===== config.mk =====
export PLATFORM = sky130hd
export DESIGN_NAME = ufa_ctrl
export DESIGN_NICKNAME = d
export VERILOG_FILES = /design/src/hdl/ufa_pkg.sv /design/src/hdl/ufa_addr_map.sv /design/src/hdl/ufa_ctrl.sv /design/src/hdl/ufa_prot_check.sv
export SDC_FILE = /design/constraint.sdc
export NUM_CORES = 1
export LEC_CHECK = 0
export BUFFER_PORTS_ARGS = -buffer_cell sky130_fd_sc_hd__buf_4
export CAP_MARGIN = 10
export CORE_MARGIN = 2
export CORE_UTILIZATION = 45
export DETAILED_ROUTE_END_ITERATION = 12
export PLACE_DENSITY = 0.67
export SYNTH_ARGS = -nofsm -noshare
export SYNTH_HDL_FRONTEND = slang
export SYNTH_HIERARCHICAL = 1
export SYNTH_SLANG_ARGS = --single-unit

===== constraint.sdc =====
create_clock -name core_clk -period 3.9 [get_ports core_clk]
set_input_delay 0.78 -clock core_clk [delete_from_list [all_inputs] [get_ports core_clk]]
set_output_delay 0.78 -clock core_clk [all_outputs]
set_load 0.1 [all_outputs]

===== src/hdl/ufa_pkg.sv =====
// constants and types for the user flash access controller
// Notes on behaviour
// RQ1: erased bytes read back as 0xFF after page or mass erase.
// RQ2: programming only clears bits; old byte ANDed with the new one.
// RQ3: no single byte erase; erase covers the whole addressed page.
// RQ4: user array is 124 pages of 512 bytes, page from upper address.
// RQ5: page erase and mass erase of the whole user array.
// RQ6: verify command compares stored byte against the data byte.
// RQ7: top 2 kB of the 64 kB array is refused for every access.
// RQ8: write/erase protection from sixteen top bytes, one bit per page.
// RQ9: read protection from four bytes, one bit per four pages.
// RQ10: one protection byte holds the protection update key.
// RQ11: last 20 bytes of page 123 hold protection data, not user data; the code marks the last 22 (0xF7EA up) as protection.
// RQ12: software protects page 123 whenever any protection is used.
// RQ13: data byte holds program or read value; address from two registers.
// RQ14: writing a valid code to the command register starts an operation.
// RQ15: command, data, addresses reset to 0x00; both keys to 0xFF.
// RQ16: start only with access key 0x3B; key reset after each operation.
// RQ17: core stalls and interrupts deferred while an operation runs.
// RQ18: codes 1 program, 2 page erase, 3 erase all, 4 read, 8 key.
// RQ19: protection update only when key matches 0xF7EA or stored is 0xFF; the code lets mass erase wipe the protection bytes with no key check.
// RQ20: refused commands complete without changing the array.
`default_nettype none
package ufa_pkg;
	// ------------------------------------------------------------
	// register offsets and reset values
	// ------------------------------------------------------------
	localparam logic [7:0]  OFS_CMD        = 8'hB9;
	localparam logic [7:0]  OFS_AKEY       = 8'hBA;
	localparam logic [7:0]  OFS_PKEY       = 8'hBB;
	localparam logic [7:0]  OFS_DATA       = 8'hBC;
	localparam logic [7:0]  OFS_ADRL       = 8'hC6;
	localparam logic [7:0]  OFS_ADRH       = 8'hC7;
	localparam logic [7:0]  RST_CMD        = 8'h00;
	localparam logic [7:0]  RST_AKEY       = 8'hFF;
	localparam logic [7:0]  RST_PKEY       = 8'hFF;
	localparam logic [7:0]  RST_DATA       = 8'h00;
	localparam logic [7:0]  RST_ADRL       = 8'h00;
	localparam logic [7:0]  RST_ADRH       = 8'h00;
	localparam logic [7:0]  ACCESS_KEY     = 8'h3B;
	localparam logic [7:0]  ERASED         = 8'hFF;
	localparam logic [7:0]  VERIFY_PASS    = 8'h00;
	// ------------------------------------------------------------
	// command codes
	// ------------------------------------------------------------
	localparam logic [7:0]  CMD_PROG       = 8'h01;
	localparam logic [7:0]  CMD_ERASE_PAGE = 8'h02;
	localparam logic [7:0]  CMD_ERASE_ALL  = 8'h03;
	localparam logic [7:0]  CMD_READ       = 8'h04;
	localparam logic [7:0]  CMD_PROT_KEY   = 8'h08;
	localparam logic [7:0]  CMD_VERIFY     = 8'h0F;
	// ------------------------------------------------------------
	// array layout
	// ------------------------------------------------------------
	localparam int          PAGE_BITS      = 9;
	localparam logic [6:0]  LAST_PAGE      = 7'h7B;
	localparam logic [8:0]  PAGE_OFS_TOP   = 9'h1FF;
	localparam logic [15:0] USER_BASE      = 16'h0000;
	localparam logic [15:0] USER_TOP       = 16'hF7FF;
	localparam logic [15:0] FW_BASE        = 16'hF800;
	localparam logic [15:0] LAST_PAGE_BASE = 16'hF600;
	localparam logic [15:0] PROT_KEY_ADDR  = 16'hF7EA;
	localparam logic [15:0] RP_BASE        = 16'hF7EC;
	localparam logic [15:0] WP_BASE        = 16'hF7F0;
	// ------------------------------------------------------------
	// states and carriers
	// ------------------------------------------------------------
	typedef enum logic [2:0] {
		ST_IDLE   = 3'b000,
		ST_KEYRD  = 3'b001,
		ST_WPRD   = 3'b010,
		ST_RPRD   = 3'b011,
		ST_DECIDE = 3'b100,
		ST_ACT    = 3'b101,
		ST_ERASE  = 3'b110,
		ST_DONE   = 3'b111
	} ufa_state_type;
	typedef struct packed {
		logic [7:0] addr;
		logic       wr;
		logic [7:0] wdata;
	} ufa_sfr_req_type;
	typedef struct packed {
		logic [15:0] addr;
		logic        rd;
		logic        we;
		logic [7:0]  wdata;
	} ufa_mem_req_type;
endpackage
`default_nettype wire


===== src/hdl/ufa_addr_map.sv =====
// address split into page, region flags and protection byte locations
`timescale 1ns/10ps
`default_nettype none
module ufa_addr_map (
	input  wire logic [15:0] addr,
	output logic      [6:0]  page,
	output logic             in_user,
	output logic             in_prot,
	output logic             in_last,
	output logic      [15:0] wp_addr,
	output logic      [2:0]  wp_bit,
	output logic      [15:0] rp_addr,
	output logic      [2:0]  rp_bit
);
	import ufa_pkg::*;
	logic [4:0] group;
	// RQ4 page from top bits
	assign page    = addr[15:PAGE_BITS];
	// RQ7 firmware region excluded
	assign in_user = addr < FW_BASE;
	// RQ11 protection bytes at top of page 123
	assign in_prot = in_user && (addr >= PROT_KEY_ADDR);
	assign in_last = page == LAST_PAGE;
	// RQ8 one bit per page
	assign wp_addr = WP_BASE + {12'h000, page[6:3]};
	assign wp_bit  = page[2:0];
	// RQ9 one bit per four pages
	assign group   = page[6:2];
	assign rp_addr = RP_BASE + {14'h0000, group[4:3]};
	assign rp_bit  = group[2:0];
endmodule
`default_nettype wire


===== src/hdl/ufa_ctrl.sv =====
// user flash access controller: sfr registers and operation sequencer
`timescale 1ns/10ps
`default_nettype none
module ufa_ctrl (
	input  wire logic                     core_clk,
	input  wire logic                     rstn,
	input  wire ufa_pkg::ufa_sfr_req_type sfr_req,
	output logic      [7:0]               sfr_rdata,
	output logic                          sfr_hit,
	output logic                          core_stall,
	output logic                          irq_defer,
	output ufa_pkg::ufa_mem_req_type      mem_req,
	input  wire logic [7:0]               mem_rdata
);
	import ufa_pkg::*;

	// ------------------------------------------------------------
	// state
	// ------------------------------------------------------------
	typedef struct packed {
		ufa_state_type   state;
		logic            busy;
		logic            hit;
		logic [7:0]      rdata;
		logic [7:0]      cmd;
		logic [7:0]      akey;
		logic [7:0]      pkey;
		logic [7:0]      data;
		logic [7:0]      adrl;
		logic [7:0]      adrh;
		logic [15:0]     op_addr;
		logic [15:0]     cur;
		logic [15:0]     last;
		logic [7:0]      skey;
		logic [7:0]      wp;
		ufa_mem_req_type mem;
	} ufa_ctl_type;

	// RQ15 register reset values
	localparam ufa_ctl_type CTL_RST = '{
		state:   ST_IDLE,
		cmd:     RST_CMD,
		akey:    RST_AKEY,
		pkey:    RST_PKEY,
		data:    RST_DATA,
		adrl:    RST_ADRL,
		adrh:    RST_ADRH,
		default: '0
	};

	ufa_ctl_type st_ff;
	ufa_ctl_type nxt_st;

	logic [15:0] map_addr;
	logic [6:0]  page;
	logic        in_user;
	logic        in_prot;
	logic        in_last;
	logic [15:0] wp_addr;
	logic [2:0]  wp_bit;
	logic [15:0] rp_addr;
	logic [2:0]  rp_bit;
	logic        wp_ok;
	logic        rp_ok;
	logic        key_blank;
	logic        key_ok;
	logic        cmd_valid;
	logic        allowed;

	// ------------------------------------------------------------
	// protection lookup
	// ------------------------------------------------------------
	// mass erase is judged by page 123, which guards the settings
	assign map_addr = (st_ff.cmd == CMD_ERASE_ALL) ? LAST_PAGE_BASE
	                                               : st_ff.op_addr;

	ufa_addr_map u_map (
		.addr    (map_addr),
		.page    (page),
		.in_user (in_user),
		.in_prot (in_prot),
		.in_last (in_last),
		.wp_addr (wp_addr),
		.wp_bit  (wp_bit),
		.rp_addr (rp_addr),
		.rp_bit  (rp_bit)
	);

	// rp byte is only looked at while it sits on mem_rdata
	ufa_prot_check u_chk (
		.wp_byte    (st_ff.wp),
		.wp_bit     (wp_bit),
		.rp_byte    (mem_rdata),
		.rp_bit     (rp_bit),
		.stored_key (st_ff.skey),
		.prot_key   (st_ff.pkey),
		.wp_ok      (wp_ok),
		.rp_ok      (rp_ok),
		.key_blank  (key_blank),
		.key_ok     (key_ok)
	);

	// RQ18 reserved codes start nothing
	assign cmd_valid = (sfr_req.wdata == CMD_PROG)
	                || (sfr_req.wdata == CMD_ERASE_PAGE)
	                || (sfr_req.wdata == CMD_ERASE_ALL)
	                || (sfr_req.wdata == CMD_READ)
	                || (sfr_req.wdata == CMD_PROT_KEY)
	                || (sfr_req.wdata == CMD_VERIFY);

	// RQ20 refusal decision
	always_comb begin
		allowed = 1'b0;
		case (st_ff.cmd)
			// RQ8 page write protection
			CMD_PROG:       allowed = in_user && wp_ok
			                       && (!in_prot || key_ok);
			CMD_ERASE_PAGE: allowed = in_user && wp_ok
			                       && (!in_last || key_ok);
			CMD_ERASE_ALL:  allowed = wp_ok;
			// RQ9 read protection groups
			CMD_READ,
			CMD_VERIFY:     allowed = in_user && (rp_ok || in_prot);
			// RQ10 key byte written once while blank
			CMD_PROT_KEY:   allowed = key_blank;
			default:        allowed = 1'b0;
		endcase
	end

	// ------------------------------------------------------------
	// next state
	// ------------------------------------------------------------
	always_comb begin
		nxt_st        = st_ff;
		nxt_st.mem.rd = 1'b0;
		nxt_st.mem.we = 1'b0;
		nxt_st.hit    = 1'b1;
		// RQ13 register read back
		case (sfr_req.addr)
			OFS_CMD:  nxt_st.rdata = st_ff.cmd;
			OFS_AKEY: nxt_st.rdata = st_ff.akey;
			OFS_PKEY: nxt_st.rdata = st_ff.pkey;
			OFS_DATA: nxt_st.rdata = st_ff.data;
			OFS_ADRL: nxt_st.rdata = st_ff.adrl;
			OFS_ADRH: nxt_st.rdata = st_ff.adrh;
			default: begin
				nxt_st.hit   = 1'b0;
				nxt_st.rdata = 8'h00;
			end
		endcase
		case (st_ff.state)
			ST_IDLE: begin
				if (sfr_req.wr) begin
					case (sfr_req.addr)
						OFS_AKEY: nxt_st.akey = sfr_req.wdata;
						OFS_PKEY: nxt_st.pkey = sfr_req.wdata;
						OFS_DATA: nxt_st.data = sfr_req.wdata;
						OFS_ADRL: nxt_st.adrl = sfr_req.wdata;
						OFS_ADRH: nxt_st.adrh = sfr_req.wdata;
						OFS_CMD: begin
							nxt_st.cmd  = sfr_req.wdata;
							// RQ16 key used up by any command
							nxt_st.akey = RST_AKEY;
							// RQ14 start on valid code
							if (st_ff.akey == ACCESS_KEY && cmd_valid) begin
								nxt_st.state   = ST_KEYRD;
								nxt_st.busy    = 1'b1;
								nxt_st.op_addr = {st_ff.adrh, st_ff.adrl};
							end
						end
						default: nxt_st.busy = 1'b0;
					endcase
				end
			end
			ST_KEYRD: begin
				nxt_st.mem.addr = PROT_KEY_ADDR;
				nxt_st.mem.rd   = 1'b1;
				nxt_st.state    = ST_WPRD;
			end
			ST_WPRD: begin
				nxt_st.skey     = mem_rdata;
				nxt_st.mem.addr = wp_addr;
				nxt_st.mem.rd   = 1'b1;
				nxt_st.state    = ST_RPRD;
			end
			ST_RPRD: begin
				nxt_st.wp       = mem_rdata;
				nxt_st.mem.addr = rp_addr;
				nxt_st.mem.rd   = 1'b1;
				nxt_st.state    = ST_DECIDE;
			end
			ST_DECIDE: begin
				nxt_st.state = ST_DONE;
				if (allowed) begin
					case (st_ff.cmd)
						// RQ3 whole page only
						CMD_ERASE_PAGE: begin
							nxt_st.cur   = {page, 9'h000};
							nxt_st.last  = {page, PAGE_OFS_TOP};
							nxt_st.state = ST_ERASE;
						end
						// RQ5 mass erase of user array
						CMD_ERASE_ALL: begin
							nxt_st.cur   = USER_BASE;
							nxt_st.last  = USER_TOP;
							nxt_st.state = ST_ERASE;
						end
						CMD_PROT_KEY: begin
							nxt_st.mem.addr  = PROT_KEY_ADDR;
							nxt_st.mem.we    = 1'b1;
							nxt_st.mem.wdata = st_ff.pkey;
						end
						default: begin
							nxt_st.mem.addr = st_ff.op_addr;
							nxt_st.mem.rd   = 1'b1;
							nxt_st.state    = ST_ACT;
						end
					endcase
				end
			end
			ST_ACT: begin
				nxt_st.state = ST_DONE;
				case (st_ff.cmd)
					// RQ2 program only clears bits
					CMD_PROG: begin
						nxt_st.mem.addr  = st_ff.op_addr;
						nxt_st.mem.we    = 1'b1;
						nxt_st.mem.wdata = mem_rdata & st_ff.data;
					end
					CMD_READ: nxt_st.data = mem_rdata;
					// RQ6 verify clears command on match
					CMD_VERIFY: begin
						if (mem_rdata == st_ff.data) begin
							nxt_st.cmd = VERIFY_PASS;
						end
					end
					default: nxt_st.state = ST_DONE;
				endcase
			end
			// RQ1 erase writes all ones
			ST_ERASE: begin
				nxt_st.mem.addr  = st_ff.cur;
				nxt_st.mem.we    = 1'b1;
				nxt_st.mem.wdata = ERASED;
				nxt_st.cur       = st_ff.cur + 16'h0001;
				if (st_ff.cur == st_ff.last) begin
					nxt_st.state = ST_DONE;
				end
			end
			ST_DONE: begin
				// RQ16 key reset after operation
				nxt_st.akey  = RST_AKEY;
				nxt_st.busy  = 1'b0;
				nxt_st.state = ST_IDLE;
			end
			default: nxt_st.state = ST_IDLE;
		endcase
	end

	always_ff @(posedge core_clk or negedge rstn) begin
		if (!rstn) begin
			st_ff <= CTL_RST;
		end else begin
			st_ff <= nxt_st;
		end
	end

	// ------------------------------------------------------------
	// outputs
	// ------------------------------------------------------------
	assign sfr_rdata  = st_ff.rdata;
	assign sfr_hit    = st_ff.hit;
	// RQ17 stall and interrupt hold
	assign core_stall = st_ff.busy;
	assign irq_defer  = st_ff.busy;
	assign mem_req    = st_ff.mem;
endmodule
`default_nettype wire


===== src/hdl/ufa_prot_check.sv =====
// protection bit selection and protection key comparison
`timescale 1ns/10ps
`default_nettype none
module ufa_prot_check (
	input  wire logic [7:0] wp_byte,
	input  wire logic [2:0] wp_bit,
	input  wire logic [7:0] rp_byte,
	input  wire logic [2:0] rp_bit,
	input  wire logic [7:0] stored_key,
	input  wire logic [7:0] prot_key,
	output logic            wp_ok,
	output logic            rp_ok,
	output logic            key_blank,
	output logic            key_ok
);
	import ufa_pkg::*;
	// cleared bit protects, so an erased area leaves everything open
	assign wp_ok     = wp_byte[wp_bit];
	assign rp_ok     = rp_byte[rp_bit];
	// RQ19 blank stored key skips compare
	assign key_blank = stored_key == ERASED;
	assign key_ok    = key_blank || (prot_key == stored_key);
endmodule
`default_nettype wire

# [Word-level counts from Yosys, hierarchy flattened]
# Cells that the tools add are included.
[op_classes] order_cmp=4 muxes=44 eq_ne=47 reduce_logical=43 n_bitwise=1 addsub=3
[op_table] op="$pmux 16 s6" count=1
[op_table] op="$mux 16" count=4
[op_table] op="$mux 64" count=1
[op_table] op="$mux 8" count=8
[op_table] op="$pmux 16 s2" count=2
[op_table] op="$pmux 32 s2" count=1
[op_table] op="$pmux 8 s2" count=4
[op_table] op="$eq 8x8->1 const B" count=7
[op_table] op="$pmux 8 s6" count=1
[op_table] op="$eq 8x2->1 const B" count=4
[op_table] op="$eq 8x4->1 const B" count=4
[op_table] op="$mux 32" count=1
[op_table] op="$pmux 9 s3" count=1
[op_table] op="$mux 26" count=1
[op_table] op="$pmux 3 s8" count=1
[op_table] op="$reduce_and 4->1" count=6
[op_table] op="$mux 9" count=2
[op_table] op="$reduce_and 3->1" count=6
[op_table] op="$add 16x1->16 const B" count=1
[op_table] op="$eq 16x16->1" count=1
[op_table] op="$eq 8x1->1 const B" count=2
[op_table] op="$eq 8x3->1 const B" count=2
[op_table] op="$eq 8x8->1" count=2
[op_table] op="$ge 16x16->1 const B" count=1
[op_table] op="35 further kinds" count=78
[word_totals] reg_bits=151 inputBits=27 wordCells=161 out_inout_bits=37

# [Logic depth before layout (Yosys ltp)]
[depth] depth_word=11 ltp_mapped=15 mapped_depth_nobuf=11

# [Modules after synthesis]
# The synthesis kept the hierarchy.
[modules_own_cells] mod="ufa_ctrl" cells_per_inst=769 area_per_inst_um2=7897.6 seq_area_each_um2=3598.5 instances=1
[modules_own_cells] mod="ufa_addr_map" cells_per_inst=56 area_per_inst_um2=415.4 seq_area_each_um2=0.0 instances=1
[modules_own_cells] mod="ufa_prot_check" cells_per_inst=20 area_per_inst_um2=234.0 seq_area_each_um2=0.0 instances=1

# [Worst setup path before layout]
# Ideal clock, no wire load.
[synth_path] kind="register -> register" startpoint="reg st_ff[135] in the netlist's numbering" endpoint="reg st_ff, in the netlist mem_req[0]" required_time_ns=3.774 period_less_slack_ns=4.011 setup_ns=0.126 path_buffers=2 t_arrival_ns=3.885 stages_incl_launch_ff=13 slack_ns=-0.111 cell_sequence="dfrtp_1 -> nor4_1 -> nand4_1 -> nand2b_1 -> buf_4 -> mux4_1 -> mux2_2 -> o211ai_1 -> a21oi_1 -> a41oi_1 -> a2111oi_2 -> buf_2 -> a221o_1"
[synth_between] elab_cells_between_ends=30 cone_classes="2 x order compare; 10 x eq/ne; 6 x mux; 12 x reduce/logical"
[synth_rtl] item="from (decl)" line="ufa_ctrl.sv:51" rtl="ufa_ctl_type st_ff;"
[synth_rtl] item="from (signal assigned)" line="ufa_ctrl.sv:264" rtl="st_ff <= nxt_st;"
[synth_rtl] item="$eq 8x2->1" line="ufa_ctrl.sv:74" rtl="assign map_addr = (st_ff.cmd == CMD_ERASE_ALL) ? LAST_PAGE_BASE"
[synth_rtl] item="$mux 16" line="ufa_ctrl.sv:74"
[synth_rtl] item="via map_addr[12]" line="ufa_ctrl.sv:54" rtl="logic [15:0] map_addr;"
[synth_rtl] item="$bmux 1 s3" line="ufa_prot_check.sv:19" rtl="assign rp_ok = rp_byte[rp_bit];"
[synth_rtl] item="$mux 1 (implied by the code)" line="ufa_prot_check.sv:19"
[synth_rtl] item="via rp_ok" line="ufa_ctrl.sv:64" rtl="logic rp_ok;"
[synth_rtl] item="$logic_or 1x1->1" line="ufa_ctrl.sv:123" rtl="CMD_VERIFY: allowed = in_user && (rp_ok || in_prot);"
[synth_rtl] item="$logic_and 1x1->1" line="ufa_ctrl.sv:123"
[synth_rtl] item="$pmux 1 s5" line="ufa_ctrl.sv:114" rtl="case (st_ff.cmd)"
[synth_rtl] item="$ne 2x2->1 (no source line)"
[synth_rtl] item="$reduce_and 4->1 (no source line)"
# The timed path passes the listed nets, and every way through them passes these cells. The select of a mux whose other input is x is not followed.
# A chain may end at the register's enable or synchronous reset.

# [Final worst setup path]
[layout_path] startpoint="reg st_ff[135] in the netlist's numbering" endpoint="reg st_ff, in the netlist mem_req[17]"
[layout_between] elab_cells_between_ends=36 cone_classes="2 x add/sub; 2 x order compare; 10 x eq/ne; 9 x mux; 13 x reduce/logical"
[layout_rtl] item="$eq 8x2->1 *" line="ufa_ctrl.sv:74"
[layout_rtl] item="$mux 16 *" line="ufa_ctrl.sv:74"
[layout_rtl] item="via map_addr[10]" line="ufa_ctrl.sv:54"
[layout_rtl] item="$bmux 1 s3 *" line="ufa_prot_check.sv:18" rtl="assign wp_ok = wp_byte[wp_bit];"
[layout_rtl] item="$mux 1 (implied by the code) *" line="ufa_prot_check.sv:18"
[layout_rtl] item="via wp_ok" line="ufa_ctrl.sv:63" rtl="logic wp_ok;"
[layout_rtl] item="$logic_and 1x1->1" line="ufa_ctrl.sv:116, ufa_ctrl.sv:118"
[layout_rtl] item="$logic_and 1x1->1 (on tied branches)" line="ufa_ctrl.sv:119, ufa_ctrl.sv:117"
[layout_rtl] item="$pmux 1 s5 *" line="ufa_ctrl.sv:114"
[layout_rtl] item="$ne 2x2->1 (no source line) *"
[layout_rtl] item="$reduce_and 4->1 (no source line) *"
# Mark *: on every way through the listed nets, which the timed path passes. The rest lies on a longest branch. The select of a mux whose other input is x is not followed.

==> metrics.yaml <==
route.detailed.drc: 0
cts_root_buf: "clkbuf_16"
maxSlewHeadroom_pct: 47.90
skew_ns: 0.009626
status: "finished, final reports clean"
core_area_sq_um: 18640
grt_overflow_total: 0
hold_violations: 0
port_buffers: 63
criticalPathCategory: "register to register"
grt_pass1_vias: 6332
htree_num_levels: 4
cp.required_ns: 4.20
layout.nets: 893
cts_tree: "yes"
setup.worst_path.start_class: "register"
antenna_found_initial: 0
path_cells: "nor4_4 > nand4_1 > buf_4 > nand2b_1 > buf_4 > mux4_1 > mux2_2 > a41oi_1 > buf_4 > a2111oi_4 > buf_4 > buf_4 > o21ai_0 > a2bb2oi_1"
path_clk_slew_ns: 0.06
final_max_slew_viol_count: 0
synth_area_sq_um: 8541
max_freq_mhz: 271.2
numCtsBuffers: 17
power.density_nw_per_um2: 642.1
grt_max_degree: 81
finalInstanceArea_sq_um: 9469
dp_hpwl_um: 15950
cp_max_fo: 12
post_drt_wl_per_cell_um: 20.27
syn_inst: 844
ctsHoldBuffers: 0
hold_class: "input pin to async pin"
finalSetupViolCount: 0
critPathCaptureType: "register"
firstDrtPassIters: 5
drv_cap: 0
area_growth_pct: 10.87
synth_area_per_cell_sq_um: 10.12
period_minus_slack_ns: 3.687
rsz0062_at_grt: "no"
drive_gt1_share_pct: 28.39
wl_um: 22380
vias_per_cell: 5.868
nFillCells: 1695
slowest_stage: "mux4_1"
tightestPinTransition_ns: 0.7756
io_pins: 64
die-area_sq_um: 20100
yosysWarningCount: 6
drt_iter0_drc: 432
period_share_pct: 94.54
setup_ws_ns: 0.2130
cts.sinks: 143
worstPathArrival_ns: 3.98
start_util_pct: 45.81
gp_congestion: 0.8759
rows: 50
ant_nets: 0
dp_slack_ns: 0.1319
clk_path_buf_depth: 2
multi_input_area_sq_um: 4218
die_w_um: 141.8
setup_tns_ns: 0
place_area_sq_um: 8871
grt_usage_pct: 22.86
clk_latency_ns: 0.43
leakage_nw: 4.240
postCtsSetupRepairBufs: 0
whs_ns: 0.3401
antennaDiodeCount: 0
die_height_um: 141.8
seq_area_sq_um: 3598
via_count: 6478
max-vdd-ir-drop_uv: 316.5
max_stage_delay_ns: 0.54
path_common_cell: "buf_4"
grt_pass1_wl_um: 35270
[timing repair]
action	CTS	global route
hold endpoints to repair	0	0
resized for setup	0	4
endpoints found under the setup margin	0	24
[worst max-delay path, delay by kind of cell (launching register included)]
kind            cells  cell delay (ns)
flops               1             0.43
mux                 2             0.86
simple gates        3             0.71
compound gates      4             0.60
buf+inv             5             0.95
[routing by layer]
metal,vias to the layer above,wire [um],global-route usage [%]
met3,30,877,4.421
li1,3029,-,-
met1,3239,9910,30.42
met5,-,0,0
met2,180,11140,37.76
met4,0,453,7.421
[path summary, 6_finish.rpt]
kind	from	end	slack (ns)	cells after the start
min	rstn	st_ff[51]	0.34	1
max	st_ff[135]	mem_req[17]	0.21	14
min reg2reg	st_ff[125]	st_ff[125]	0.52	2
max in group asynchronous	rstn	st_ff[116]	2.68	2
max reg2reg	st_ff[135]	mem_req[17]	0.21	14
min in group core_clk	st_ff[125]	st_ff[125]	0.52	2
[flip-flops by register name, summed over array words and instances, names as in the netlist]
register and count:
core_stall 1, mem_req 26, st_ff 107, sfr_hit 1, sfr_rdata 8
[where the power goes]
group,switching [W],internal [W]
Sequential,0.000312,0.00176
Combinational,0.00157,0.000844
Clock,0.000682,0.000909
[area by class of cell]
class	count	share of cell area (%)
repair buffers	96	7.756
well taps	234	3.092
multi-input cells	585	44.54
clock inverters	13	1.374
inverters	14	0.5550
flip-flops and latches	143	38.00
clock buffers	19	4.678
[per-stage QoR]
| stage | utilization (%) | cells | power [W] |
|---|---|---|---|
| after floorplan | - | 868 | 0.004064 |
| after global placement | 47.58 | 1071 | 0.004468 |
| after detailed placement | 47.58 | 1071 | 0.004498 |
| after CTS | 50.66 | 1103 | 0.006098 |
| after global routing | 50.79 | 1104 | 0.006383 |
| final | 50.79 | 1104 | 0.006080 |
[layout by cell type, fill, tap and decap left out, drive strengths merged, types with 6 or more instances in the layout]
cell type / instances
mux2i: 17
and2: 10
o211ai: 6
mux2: 74
or3: 7
nor2: 47
conb: 26
a221o: 16
o21ai: 50
dfstp: 16
inv: 19
nand2: 67
ha: 9
nand2b: 14
nor2b: 6
nand3: 13
xnor2: 11
and3: 6
a2bb2oi: 13
o22ai: 12
dfrtp: 127
nand4: 16
buf: 96
nor3: 10
a22o: 18
nor4: 7
clkbuf: 19
xor2: 7
a21oi: 51
(Power assumes the default switching activity.)
